File: config.mk
export PLATFORM = sky130hd
export DESIGN_NAME = lcd_matrix_scan_control
export DESIGN_NICKNAME = d
export VERILOG_FILES = /design/src/logic/lcd_scan_pkg.sv /design/src/logic/lcd_clock_gen.sv /design/src/logic/lcd_phase_seq.sv /design/src/logic/lcd_matrix_scan_control.sv
export SDC_FILE = /design/constraint.sdc
export NUM_CORES = 1
export LEC_CHECK = 0
export BUFFER_PORTS_ARGS = -buffer_cell sky130_fd_sc_hd__buf_4
export CORE_UTILIZATION = 40
export DETAILED_ROUTE_END_ITERATION = 7
export GPL_ROUTABILITY_DRIVEN = 0
export HOLD_SLACK_MARGIN = 0.06
export PLACE_DENSITY = 0.56
export RECOVER_POWER = 100
export SETUP_SLACK_MARGIN = 0.4
export SYNTH_ARGS = -nofsm -noshare
export SYNTH_HDL_FRONTEND = slang
export SYNTH_HIERARCHICAL = 1
export SYNTH_SLANG_ARGS = --single-unit
File: constraint.sdc
create_clock -name ref_clk -period 5.5 [get_ports ref_clk]
set_clock_uncertainty 0.15 [all_clocks]
set_input_delay 0.275 -clock ref_clk [delete_from_list [all_inputs] [get_ports ref_clk]]
set_output_delay 0.275 -clock ref_clk [all_outputs]
set_load 0.02 [all_outputs]
File: src/logic/lcd_scan_pkg.sv
// Constants and types shared by the dot-matrix display scan logic.
// Assumes a single 200 MHz clock and APB register access with 32-bit data.
package lcd_scan_pkg;

  // ==========================================================================
  // Register map (printed offsets are indices; byte address is four times)
  // ==========================================================================
  localparam logic [15:0] CONTROL_INDEX = 16'h0058;
  localparam logic [15:0] MEMORY_FIRST_INDEX = 16'h0480;
  localparam logic [15:0] MEMORY_LAST_INDEX = 16'h04bb;
  localparam logic [15:0] CONTROL_ADDR = CONTROL_INDEX << 2;
  localparam logic [15:0] MEMORY_FIRST_ADDR = MEMORY_FIRST_INDEX << 2;
  localparam logic [15:0] MEMORY_LAST_ADDR = MEMORY_LAST_INDEX << 2;

  // ==========================================================================
  // Control register fields and reset value
  // ==========================================================================
  localparam int DUTY_SELECT_BIT = 7;
  localparam int RESERVED_BIT = 6;
  localparam int CLOCK_DIVIDER_MSB = 5;
  localparam int CLOCK_DIVIDER_LSB = 4;
  localparam int DISPLAY_ENABLE_BIT = 3;
  localparam int CLOCK_SOURCE_BIT = 2;
  localparam int FRAME_RATE_MSB = 1;
  localparam int FRAME_RATE_LSB = 0;
  localparam logic [7:0] CONTROL_RESET = 8'h00;
  localparam logic [7:0] CONTROL_WRITE_MASK = 8'hbf;

  // ==========================================================================
  // Geometry and dividers
  // ==========================================================================
  localparam int SEGMENT_COUNT = 60;
  localparam int COMMON_COUNT = 8;
  localparam logic [2:0] QUARTER_DUTY_LAST = 3'h3;
  localparam logic [2:0] EIGHTH_DUTY_LAST = 3'h7;
  localparam logic [8:0] CORE_DIV_512_MASK = 9'h1ff;
  localparam logic [8:0] CORE_DIV_256_MASK = 9'h0ff;
  localparam logic [8:0] CORE_DIV_128_MASK = 9'h07f;
  localparam logic [8:0] CORE_DIV_64_MASK = 9'h03f;
  localparam logic [4:0] FRAME_DIV_8_LAST = 5'h07;
  localparam logic [4:0] FRAME_DIV_16_LAST = 5'h0f;
  localparam logic [4:0] FRAME_DIV_24_LAST = 5'h17;
  localparam logic [4:0] FRAME_DIV_32_LAST = 5'h1f;

  // Drive levels of the resistor ladder taps
  typedef enum logic [2:0] {
    LEVEL_GROUND = 3'b000,
    LEVEL_QUARTER = 3'b001,
    LEVEL_HALF = 3'b010,
    LEVEL_THREE_QUARTER = 3'b011,
    LEVEL_FULL = 3'b100
  } level_type;

endpackage : lcd_scan_pkg

File: src/logic/lcd_clock_gen.sv
// Display input clock and segment clock tick generation.
// Assumes aux_slow_clock is an asynchronous pin; all other inputs are on ref_clk.
`timescale 1ns/1ps
module lcd_clock_gen
  import lcd_scan_pkg::*;
(
  input wire logic ref_clk,
  input wire logic reset,
  input wire logic aux_slow_clock,
  input wire logic osc_output_enable,
  input wire logic clock_source_req,
  input wire logic [1:0] clock_divider_sel,
  input wire logic [1:0] frame_rate_sel,
  input wire logic run,
  output logic clock_source_active,
  output logic segment_tick
);

  // ==========================================================================
  // Decoders
  // ==========================================================================
  function automatic logic [8:0] core_mask(input logic [1:0] sel);
    case (sel)
      2'b00: core_mask = CORE_DIV_512_MASK;
      2'b11: core_mask = CORE_DIV_256_MASK;
      2'b10: core_mask = CORE_DIV_128_MASK;
      default: core_mask = CORE_DIV_64_MASK;
    endcase
  endfunction : core_mask

  function automatic logic [4:0] frame_last(input logic [1:0] sel);
    case (sel)
      2'b00: frame_last = FRAME_DIV_8_LAST;
      2'b01: frame_last = FRAME_DIV_16_LAST;
      2'b10: frame_last = FRAME_DIV_24_LAST;
      default: frame_last = FRAME_DIV_32_LAST;
    endcase
  endfunction : frame_last

  logic [2:0] aux_sync;
  logic aux_level;
  logic aux_level_d;
  logic [8:0] core_count;
  logic [4:0] frame_count;

  // Aux pin synchroniser; level changes once stages two and three agree
  always_ff @(posedge ref_clk) begin
    if (reset) begin
      aux_sync <= 3'h0;
      aux_level <= 1'b0;
      aux_level_d <= 1'b0;
    end else begin
      aux_sync <= {aux_sync[1:0], aux_slow_clock};
      if (aux_sync[1] == aux_sync[2]) begin
        aux_level <= aux_sync[2];
      end
      aux_level_d <= aux_level;
    end
  end

  // Aux clock gated by oscillator output enable
  wire aux_gated = aux_level & osc_output_enable; // RULE8
  wire aux_rise = aux_gated & ~(aux_level_d & osc_output_enable);
  wire core_low = ~core_count[0];
  wire core_tick = (core_count & core_mask(clock_divider_sel)) == core_mask(clock_divider_sel); // RULE3
  wire input_tick = clock_source_active ? aux_rise : core_tick; // RULE6
  wire frame_wrap = frame_count == frame_last(frame_rate_sel);
  wire next_source = (core_low & ~aux_gated) ? clock_source_req : clock_source_active;

  // Core prescaler and glitch-free source switch
  always_ff @(posedge ref_clk) begin
    if (reset) begin
      core_count <= 9'h000;
      clock_source_active <= 1'b0;
    end else begin
      core_count <= core_count + 9'h001;
      clock_source_active <= next_source; // RULE5
    end
  end

  // Display input clock divided down to the segment clock
  always_ff @(posedge ref_clk) begin
    if (reset || !run) begin
      frame_count <= 5'h00;
      segment_tick <= 1'b0;
    end else begin
      segment_tick <= input_tick & frame_wrap;
      if (input_tick) begin
        frame_count <= frame_wrap ? 5'h00 : frame_count + 5'h01; // RULE10
      end
    end
  end

endmodule : lcd_clock_gen

File: src/logic/lcd_phase_seq.sv
// Section and phase sequencer of the multiplexed scan.
// Assumes segment_tick is a one-cycle pulse on ref_clk.
`timescale 1ns/1ps
module lcd_phase_seq
  import lcd_scan_pkg::*;
(
  input wire logic ref_clk,
  input wire logic reset,
  input wire logic run,
  input wire logic duty_select,
  input wire logic segment_tick,
  output logic [2:0] section,
  output logic phase
);

  // ==========================================================================
  // Sequencer
  // ==========================================================================
  wire [2:0] last_section = duty_select ? EIGHTH_DUTY_LAST : QUARTER_DUTY_LAST; // RULE1
  wire section_wrap = section >= last_section;

  // One section per tick, phase flips each completed frame
  always_ff @(posedge ref_clk) begin
    if (reset || !run) begin
      section <= 3'h0;
      phase <= 1'b0;
    end else if (segment_tick) begin
      section <= section_wrap ? 3'h0 : section + 3'h1; // RULE11 RULE18
      if (section_wrap) begin
        phase <= ~phase; // RULE21
      end
    end
  end

endmodule : lcd_phase_seq

File: src/logic/lcd_matrix_scan_control.sv
// Top level: APB registers, display memory and segment/common drive levels.
// Assumes an APB master on ref_clk and an external resistor ladder on the outputs.
`timescale 1ns/1ps
// Behaviour
// RULE1: duty_select clear scans four commons, set scans all eight commons.
// RULE2: Bit 6 of display_control always reads as zero.
// RULE3: clock_divider_sel divides core clock by 512, 64, 128 or 256 (00,01,10,11).
// RULE4: display_enable clear drives all outputs to ground level.
// RULE5: clock_source_sel change applies only when both clocks are low.
// RULE6: clock_source_sel zero picks core clock, one picks the 32 kHz clock.
// RULE7: Software changes clock_source_sel only while both clocks run.
// RULE8: The 32 kHz clock is gated by the oscillator output enable.
// RULE9: Without auxiliary oscillator, software keeps clock_source_sel clear.
// RULE10: frame_rate_sel divides input clock by 8, 16, 24 or 32.
// RULE11: Frame rate is segment clock over four or over eight.
// RULE12: Display memory is one 60-byte page, one bit per dot.
// RULE13: Set memory bit turns dot on, clear bit turns it off.
// RULE14: Reset leaves the display memory untouched.
// RULE15: Bit position selects common, bit 0 common 1 to bit 7 common 8.
// RULE16: Byte offset selects segment, 00h segment 1 to 3Bh segment 60.
// RULE17: display_control is read/write and resets to zero.
// RULE18: Frame has eight sections at 1/8 duty, four at 1/4 duty.
// RULE19: Software disables display before halt unless 32 kHz clock selected.
// RULE20: Memory is dual-ported: scan reads while the processor writes.
// RULE21: Sequencer steps per segment tick, selects common, drives segments from memory.
module lcd_matrix_scan_control
  import lcd_scan_pkg::*;
(
  input wire logic ref_clk,
  input wire logic reset,
  input wire logic psel,
  input wire logic penable,
  input wire logic pwrite,
  input wire logic [15:0] paddr,
  input wire logic [31:0] pwdata,
  output logic [31:0] prdata,
  output logic pready,
  output logic pslverr,
  input wire logic aux_slow_clock,
  input wire logic osc_output_enable,
  output logic clock_source_active,
  output level_type [SEGMENT_COUNT-1:0] segment_level,
  output level_type [COMMON_COUNT-1:0] common_level
);

  // ==========================================================================
  // Storage
  // ==========================================================================
  logic [7:0] display_control;
  logic [7:0] segment_memory [SEGMENT_COUNT];
  logic [2:0] section;
  logic phase;
  logic segment_tick;

  // ==========================================================================
  // APB address decode
  // ==========================================================================
  function automatic logic is_memory(input logic [15:0] addr);
    is_memory = (addr[1:0] == 2'b00) && (addr >= MEMORY_FIRST_ADDR) && (addr <= MEMORY_LAST_ADDR);
  endfunction : is_memory

  wire setup_phase = psel & ~penable;
  wire access_phase = psel & penable;
  wire hit_control = paddr == CONTROL_ADDR;
  wire hit_memory = is_memory(paddr);
  wire [15:0] memory_offset_wide = (paddr - MEMORY_FIRST_ADDR) >> 2;
  wire [5:0] memory_offset = memory_offset_wide[5:0]; // RULE16
  wire mapped = hit_control | hit_memory;
  wire write_control = access_phase & pwrite & hit_control;
  wire write_memory = access_phase & pwrite & hit_memory;

  // Read selection, reserved bit forced to zero
  logic [31:0] read_value;
  always_comb begin
    if (hit_control) begin
      read_value = {24'h000000, display_control & CONTROL_WRITE_MASK}; // RULE2
    end else if (hit_memory) begin
      read_value = {24'h000000, segment_memory[memory_offset]};
    end else begin
      read_value = 32'h00000000;
    end
  end

  // Answer in the access phase with no wait state
  assign pready = access_phase;

  // Read data and error captured during setup
  always_ff @(posedge ref_clk) begin
    if (reset) begin
      prdata <= 32'h00000000;
      pslverr <= 1'b0;
    end else if (setup_phase) begin
      prdata <= pwrite ? 32'h00000000 : read_value;
      pslverr <= ~mapped;
    end
  end

  // ==========================================================================
  // Control register
  // ==========================================================================
  always_ff @(posedge ref_clk) begin
    if (reset) begin
      display_control <= CONTROL_RESET; // RULE17
    end else if (write_control) begin
      display_control <= pwdata[7:0] & CONTROL_WRITE_MASK; // RULE2
    end
  end

  wire duty_select = display_control[DUTY_SELECT_BIT];
  wire [1:0] clock_divider_sel = display_control[CLOCK_DIVIDER_MSB:CLOCK_DIVIDER_LSB];
  wire display_enable = display_control[DISPLAY_ENABLE_BIT];
  wire clock_source_sel = display_control[CLOCK_SOURCE_BIT];
  wire [1:0] frame_rate_sel = display_control[FRAME_RATE_MSB:FRAME_RATE_LSB];

  // ==========================================================================
  // Display memory, not reset, written by the bus
  // ==========================================================================
  always_ff @(posedge ref_clk) begin
    if (write_memory) begin
      segment_memory[memory_offset] <= pwdata[7:0]; // RULE12 RULE14 RULE20
    end
  end

  // ==========================================================================
  // Clock generation and scan sequencing
  // ==========================================================================
  lcd_clock_gen clock_gen (
    .ref_clk(ref_clk),
    .reset(reset),
    .aux_slow_clock(aux_slow_clock),
    .osc_output_enable(osc_output_enable),
    .clock_source_req(clock_source_sel),
    .clock_divider_sel(clock_divider_sel),
    .frame_rate_sel(frame_rate_sel),
    .run(display_enable),
    .clock_source_active(clock_source_active),
    .segment_tick(segment_tick)
  );

  lcd_phase_seq phase_seq (
    .ref_clk(ref_clk),
    .reset(reset),
    .run(display_enable),
    .duty_select(duty_select),
    .segment_tick(segment_tick),
    .section(section),
    .phase(phase)
  );

  // ==========================================================================
  // Drive level selection
  // ==========================================================================
  level_type next_common [COMMON_COUNT];
  level_type next_segment [SEGMENT_COUNT];
  level_type select_level;
  level_type idle_level;
  level_type on_level;
  level_type off_level;

  // Selected common swings full, others stay at inner taps
  assign select_level = phase ? LEVEL_GROUND : LEVEL_FULL;
  assign idle_level = phase ? LEVEL_THREE_QUARTER : LEVEL_QUARTER;
  assign on_level = phase ? LEVEL_FULL : LEVEL_GROUND;
  assign off_level = LEVEL_HALF;

  genvar c;
  generate
    for (c = 0; c < COMMON_COUNT; c++) begin : gen_common
      // Common c+1 active only in its own section
      assign next_common[c] = !display_enable ? LEVEL_GROUND : // RULE4
        ((section == c[2:0]) ? select_level : idle_level); // RULE1 RULE21

      always_ff @(posedge ref_clk) begin
        if (reset) begin
          common_level[c] <= LEVEL_GROUND;
        end else begin
          common_level[c] <= next_common[c];
        end
      end
    end
  endgenerate

  genvar s;
  generate
    for (s = 0; s < SEGMENT_COUNT; s++) begin : gen_segment
      // Segment s+1 shows bit of the active common in byte s
      wire dot_on = segment_memory[s][section]; // RULE13 RULE15 RULE16
      assign next_segment[s] = !display_enable ? LEVEL_GROUND : // RULE4
        (dot_on ? on_level : off_level); // RULE21

      always_ff @(posedge ref_clk) begin
        if (reset) begin
          segment_level[s] <= LEVEL_GROUND;
        end else begin
          segment_level[s] <= next_segment[s];
        end
      end
    end
  endgenerate

endmodule : lcd_matrix_scan_control

# == Yosys cells after proc, flatten, opt, wreduce, memory -nomap -nowiden ==
# Memory sizes are Yosys's and may differ from the RTL's.
# Cells that the tools add are included.
# op_classes
addsub,4
magnitude_cmp,4
eq_ne,15
muxes,202
bitwise,79
reduce_logical,70
# ops
operator,n
$bmux 1 s3,60
$reduce_or 3->1,60
$mux 2,61
$not 1->1,67
$mux 32,2
$mux 1,63
$mux 3,12
$pmux 9 s3,1
$eq 16x9->1 const B,1
$ge 16x13->1 const B,1
$le 16x13->1 const B,1
$pmux 5 s3,1
$eq 3x3->1 const B,4
$and 1x1->1,10
$add 9x1->9 const B,1
$and 9x9->9,1
$eq 9x9->1,1
$mux 8,1
$sub 8x1->8 const B,1
$eq 2x2->1 const B,3
$eq 3x2->1 const B,2
$logic_not 2->1,3
$add 5x1->5 const B,1
$eq 5x5->1,1
other kinds (14),15
# word_totals
regBits,269
ramBits,480
input_bits,55
output_inout_bits,239
wordCells,515
n_memories,1
# mem_list
name,words,width,read_ports,rd_ports_with_merged_regs,wr,line_no,rtl
segment_memory,60,8,61,0,1,lcd_matrix_scan_control.sv:50,logic [7:0] segment_memory [SEGMENT_COUNT];

# == Logic depth before layout (Yosys ltp) ==
# Gate-level depths: netlist (run 1).
# logic_depth
depth_word,6
depth_mapped,9

# == Hierarchy ==
# The synthesis (run 1) kept the hierarchy.
# modules_own_cells
module,n_inst,cells_per_inst,area_each_um2,seq_area_each_um2
lcd_matrix_scan_control,1,1812,28827.6,18577.8
lcd_clock_gen,1,96,892.1,420.4
lcd_phase_seq,1,21,197.7,80.1

# == Worst setup path before layout (run 1) ==
# No wires, ideal clock.
# synth_timing
path_type,input port to flip-flop
startpoint,input paddr[4]
endpoint,"memory segment_memory[11][0], enable pin"
setup_time_ns,0.370
arrival_ns,2.138
slack_ns,2.841
path_stages,8
n_path_buf,5
cell_sequence,buf_2 -> buf_4 -> buf_6 -> buf_6 -> buf_2 -> nor4_1 -> nand2_1 -> nor2_1
# synth_between
elab_chain_len,6
word_cells_on_any_way,8
classes_between,add/sub (1); order compare (2); mux (2); bitwise (1); reduce/logical (2)
# synth_rtl
element,line_no,rtl
"start, declared",lcd_matrix_scan_control.sv:34,"input wire logic [15:0] paddr,"
$ge 16x13->1,lcd_matrix_scan_control.sv:59,is_memory = (addr[1:0] == 2'b00) && (addr >= MEMORY_FIRST_ADDR) && (addr <= MEMORY_LAST_ADDR);
$logic_and 1x1->1 (2 in a row),lcd_matrix_scan_control.sv:59,
$and 1x1->1,lcd_matrix_scan_control.sv:70,wire write_memory = access_phase & pwrite & hit_memory;
$mux 1,lcd_matrix_scan_control.sv:119,if (write_memory) begin
$mux 1 (implied by the code),lcd_matrix_scan_control.sv:120,segment_memory[memory_offset] <= pwdata[7:0];
"end, declared",lcd_matrix_scan_control.sv:50,
# Several ways; a longest one is shown, not always the timed one.

# == Worst setup path in the final report (run 1) ==
# layout_timing
startpoint,register phase_seq.section[1]
endpoint,register segment_level[176] in the netlist's numbering
# layout_between
elab_chain_len,4
# layout_rtl
element,line_no,rtl
"start, declared",lcd_phase_seq.sv:12,"output logic [2:0] section,"
"start signal, assigned",lcd_phase_seq.sv:28,section <= section_wrap ? 3'h0 : section + 3'h1;
$bmux 1 s3,lcd_matrix_scan_control.sv:187,wire dot_on = segment_memory[s][section];
$mux 1 (implied by the code),lcd_matrix_scan_control.sv:187,
$not 1->1 (no source line),--,
$reduce_or 3->1 (no source line),--,
"end signal, assigned by index",lcd_matrix_scan_control.sv:195,segment_level[s] <= next_segment[s];
"end, declared",lcd_matrix_scan_control.sv:42,"output level_type [SEGMENT_COUNT-1:0] segment_level,"
# No other way between the ends. The select of a mux whose other input is x is not followed.
# A chain may end at the register's enable or synchronous reset.

==> impl_metrics.ini, run 1 <==
[global_routing]
grt-ovfl-total = 0
grt_pass1_vias = 18100
grtUsageTotal_pct = 24.0
antenna_found_initial = 1
grt_max_degree = 92
grt_pass1_wl_mm = 130

[placement]
post_dp_cell_area_um2 = 31900
portBuffers = 185
hpwl_mm = 57.5
dp.cells = 2992

[pwr]
p_leak_uw = 0.0107
p_per_area_nw_per_um2 = 334
p_total_uw = 11300
peakVddDrop_uv = 221

[sta]
tns_ns = 0
rsz0062_at_grt = false
timing.slew.headroom_pct = -181
max_slew.worst_pin.slew_ns = 4.21
max_freq_ghz = 0.239
period_share_pct = 76.0
slew_violations = 695
final-setup-viol-count = 0
hold_ws_ns = 0.126
layout_min_cycle_time_ns = 4.18
hold_violations = 0

[clocking]
cts-root-buf = clkbuf_16
cts_buffers = 78
cts_tree = yes
clock_latency_ns = 0.63
cts.sinks = 697
h-tree-depth = 3
clk_pin_slew_worst_paths_ns = 0.06
ctsResizeCount = 0
postCtsSetupRepairBufs = 0
cts_buffer_depth = 3

[final_layout]
drive_gt1_share_pct = 17.5
antenna_cells = 0
stdcell_area_um2 = 33800
finalNetCount = 2179
stdcell_count = 3136
syn_to_final_growth_pct = 12.8

[floorplanning]
die_x_um = 275
rows = 99
ios = 294
core_um2 = 73500
die_area_um2 = 75900
die_h_um = 275
initial_utilization_pct = 40.7

[synthesis]
synth-simple-area-share_pct = 7.90
synth_cell_types = 69
syn-cell-area_um2 = 29900
synth-adder-area-share_pct = 0.251
ys.flop_type = edfxtp_1
synth_enable_flop_cells = 512
synth_warnings = 6
seq_area_frac_synth_pct = 63.8
synth_top_area_share_pct = 51.4
synthXorXnorAreaFrac_pct = 0.322
yosys.area.top_type = edfxtp_1
syn_inst = 1929
syn_avg_cell_area_um2 = 15.5
synthMuxAreaShare_pct = 18.7
synthTopCellsByArea = edfxtp_1 (51%), mux4_2 (14%), dfxtp_1 (12%)
synth_top_family_by_area = multiplexers
synth_seq_cells = 697
synth_compound_area_share_pct = 4.73
synthArstFlopShare_pct = 0

[drt]
ant_nets = 0
routed_via_density = 5.94
num_vias = 18600
wl_per_cell_um = 29.3
remaining_drc_errors = 0
wl_mm = 91.8
firstDrtPassIters = 5
drt_iter0_drc = 2069

[run_status]
violations = max-capacitance violations, max-slew violations
outcome = finished with violations

[worst_setup_path]
worstSetupEndpointType = register
cp_max_fo = 68
path_delay_family = buffers and inverters
reg2reg_setup_slack_ns = 1.32
slowest_stage = clkbuf_2
path_buf_inv = 1
path_cells = clkbuf_2, mux4_2, mux2i_1, nor2_1
cp.required_ns = 5.79
arrival_ns = 4.47
slowest_delay_ns = 1.72
start_kind = register
critical_path_class = register to register

[job]
drv_cap = 11

[min_path]
hold_class = input port to register
routing by layer:
layer  track usage (%)  routed length [um]  vias to the layer above  part of all wire [%]
met2              38.3               43500                     1045                    47
met3              5.88                8560                      164                   9.3
li1                  -                   -                     7707                     -
met4              7.62                2760                        0                   3.0
met5                 0                   0                        -                     0
met1              32.2               36900                     9725                    40
cell type report:
cell class	instances	area (um2)
Tap cell	959	1200
Clock buffer	103	2110
Timing Repair Buffer	209	997
Inverter	16	60.1
Clock inverter	36	333
Sequential cell	697	19100
Fill cell	6513	39700
Multi-Input combinational cell	1116	9960
what timing repair did:
action	in CTS	in global routing
hold buffers	5	0
endpoints found under the setup margin	0	0
hold endpoints to repair	27	0
synth_stat cells, types with 11 or more instances:
| library cell | n |
|---|---|
| buf_1 | 17 |
| inv_1 | 14 |
| nand2_1 | 52 |
| nor3b_1 | 13 |
| buf_2 | 44 |
| a22oi_1 | 15 |
| dfxtp_1 | 185 |
| buf_4 | 94 |
| clkbuf_1 | 55 |
| o31ai_1 | 11 |
| o221ai_1 | 34 |
| mux2_2 | 32 |
| and2_1 | 70 |
| nor2b_1 | 28 |
| nor2_1 | 182 |
| mux2i_1 | 103 |
| mux4_2 | 186 |
| edfxtp_1 | 512 |
| o21ai_0 | 29 |
| nor3_1 | 28 |
| a21oi_1 | 25 |
| nand3_1 | 21 |
| o22ai_1 | 36 |
layout by cell type, fill, tap and decap left out, types with 14 or more instances in the layout:
master       n
a21oi_1     25
a22oi_1     15
and2_0      40
and2_1      30
buf_4       31
clkbuf_1   189
clkbuf_16   81
clkinv_2    14
conb_1     116
dfxtp_1    182
edfxtp_1   512
inv_1       14
mux2_2      32
mux2i_1    103
mux4_2     186
nand2_1     51
nand3_1     21
nor2_1     182
nor2b_1     27
nor3_1      29
o21ai_0     29
o221ai_1    34
o22ai_1     36
worst min-delay path, cell delays in order:
cell,delay [ns]
buf_4,0.21
nand2_1,0.10
o22ai_1,0.15
o31ai_1,0.10
power by group:
part           total [uW]  switching [uW]  internal (uW)
sequential           5680            7.54           5670
clock                5080            2100           2980
combinational         515             381            134
total               11300            2490           8780
sequential cells by signal, indices dropped and copies added, names as in the netlist:
| name | cells |
|---|---|
| segment_memory | 512 |
| segment_level | 120 |
| common_level | 24 |
| clock_gen/core_count | 9 |
| prdata | 8 |
| display_control | 7 |
| clock_gen/frame_count | 5 |
| clock_gen/aux_sync | 3 |
| phase_seq/section | 3 |
| clock_gen/aux_level | 1 |
| clock_gen/aux_level_d | 1 |
| clock_gen/clock_source_active | 1 |
| clock_gen/segment_tick | 1 |
| phase_seq/phase | 1 |
| pslverr | 1 |
path summary, 6_finish.rpt:
path	depth (start not counted)	start	end
max	4	phase_seq/section[1]$_SDFFE_PP0P_	segment_level[176]$_SDFF_PP0_
min	4	paddr[6]	prdata[6]$_SDFFE_PP0P_
max reg2reg	4	phase_seq/section[1]$_SDFFE_PP0P_	segment_level[176]$_SDFF_PP0_
min reg2reg	1	clock_gen/aux_sync[0]$_SDFF_PP0_	clock_gen/aux_sync[1]$_SDFF_PP0_
stage by stage:
stage	util, %	setup WS [ns]
after floorplan	-	2.84
after global placement	43.5	1.98
after detailed placement	43.5	1.95
after CTS	46.8	2.43
after global routing	46.0	1.17
final	46.0	1.32
kinds of logic (layout without fill, tap and decap cells):
| logic type | Yosys count | count (layout) |
|---|---|---|
| DFF | 697 | 697 |
| muxes | 321 | 321 |
| adders and majority gates | 6 | 6 |
| AOI/OAI and AO/OA | 200 | 200 |
| xor gates and xnor gates | 11 | 11 |
| and+or+nand+nor | 462 | 462 |
| buffers and inverters | 231 | 364 |
| other | 1 | 116 |
Power figures use the tool's default switching activity.
==> run 2, diff against run 1 <==
Settings changed: PLACE_DENSITY 0.56 to 0.58.
Clock period 5.5 ns to 3.4 ns, I/O delays scaled along.
==> impl_metrics.ini, run 2 (synthesis gave the netlist of run 1 again) <==
[run_status]
outcome = finished with violations
violations = max-capacitance violations, max-slew violations

[drt]
wl_per_cell_um = 28.2
wl_mm = 92.7
routed_via_density = 5.80
drt_iter0_drc = 2020
firstDrtPassIters = 5
ant_nets = 0
remaining_drc_errors = 0
num_vias = 19000

[final_layout]
syn_to_final_growth_pct = 16.5
max_flop_register = segment_memory
finalNetCount = 2322
fillers = 6461
stdcell_count = 3283
final_cell_mix = edfxtp_1 (512), clkbuf_1 (228), mux4_2 (186), nor2_1 (183), dfxtp_1 (182)
mostFrequentLayoutCell = edfxtp_1
drive_gt1_share_pct = 20.7
top_regs = segment_memory (512), segment_level (120), common_level (24)
antenna_cells = 0
largest_register_ffs = 512

[pwr]
seqPwrFrac_pct = 49.6
clock_power_share_pct = 45.7
comb_power_share_pct = 4.7
peakVddDrop_uv = 332
p_leak_uw = 0.0113
p_int_uw = 14400
switching_share_pct = 22.1
p_per_area_nw_per_um2 = 531
p_sw_uw = 4080

[sta]
max_freq_ghz = 0.331
final-setup-viol-count = 0
layout_min_cycle_time_ns = 3.02
slew_violations = 595
max_slew.worst_pin.slew_ns = 1.99
tns_ns = 0
rsz0062_at_grt = false
timing.slew.headroom_pct = -32.5
period_share_pct = 88.9
hold_violations = 0

[worst_setup_path]
cp_max_fo = 8
arrival_ns = 3.19
cp.required_ns = 3.57
start_kind = input port
critical_path_class = input port to register
worstSetupEndpointType = register

[global_routing]
antenna_found_initial = 3
grtUsageTotal_pct = 24.4
grt-ovfl-total = 0
grt_pass1_vias = 18700
grt_max_degree = 68
grt_pass1_wl_mm = 133

[floorplanning]
rows = 99
die_h_um = 275
ios = 294
initial_utilization_pct = 40.7
die_area_um2 = 75900
die_x_um = 275
core_um2 = 73500

[job]
drv_cap = 9

[clocking]
clk_pin_slew_worst_paths_ns = 0.06
h-tree-depth = 3
cts_buffers = 79
cts-root-buf = clkbuf_16
cts.sinks = 697
cts_buffer_depth = 3
cts_tree = yes
clock_latency_ns = 0.62

[placement]
hpwl_mm = 61.5
portBuffers = 185
dp.cells = 3120

[min_path]
hold_class = input port to register
## run 2: cell type report
class	count	area, um2	share of cell area, %
sequential	697	19100	54.8
multi-input combinational	1116	9950	28.5
tap	959	1200	3.44
clock inverter	31	340	0.976
clock buffer	113	2210	6.34
inverter	16	60.1	0.172
timing repair buffer	351	2010	5.76
## run 2: final timing paths
check                                          from                                to  slack (ns)  cells after the start
setup / recovery                          paddr[11]   segment_memory[42][6]$_DFFE_PP_        0.38                      9
hold / removal                            paddr[15]            prdata[0]$_SDFFE_PP0P_        0.16                      7
setup reg to reg  phase_seq/section[1]$_SDFFE_PP0P_      segment_level[28]$_SDFF_PN0_        0.45                      4
hold reg to reg    clock_gen/aux_sync[2]$_SDFF_PP0_  clock_gen/aux_level$_SDFFE_PP0N_        0.31                      2
## run 2: what timing repair did
item / 4_1_cts / 5_1_grt
gates resized for setup: 0 / 4
hold buffers: 19 / 0
buffers inserted: 0 / 1
hold endpoints to repair: 32 / 0
setup endpoints to repair: 0 / 2
## run 2: per-layer routing
layer	track usage (%)	share of wire, %
met5	0	0.042
met3	5.65	9.2
met4	7.71	3.4
met2	38.8	47
met1	33.3	40
## run 2: per-stage QoR
step	area [um2]	power, uW	utilization [%]	hold slack, ns	worst slack [ns]
after floorplan	30300	9880	-	0.0916	0.846
after global placement	33000	10200	44.9	0.245	0.627
after detailed placement	33000	10200	44.9	0.249	0.592
after CTS	35700	18600	48.6	0.0953	0.435
after global routing	34900	19000	47.4	0.161	0.249
final	34900	18500	47.4	0.163	0.377
## run 2: power by group through the flow
stage	Sequential, uW	Clock [uW]	Combinational (uW)
after detailed placement	9340	0	852
after floorplan	9340	0	536
final	9170	8440	873
after global placement	9340	0	849
after global routing	9170	8900	921
after CTS	9160	8590	869
## run 2: critical path, stage by stage
cell           delay [ns]
dlygate4sd3_1        0.54
clkbuf_1             0.12
nor4_4               0.22
nand2_1              0.30
nor4_1               0.74
nand2_1              0.24
clkbuf_2             0.40
nor2_1               0.26
buf_4                0.20
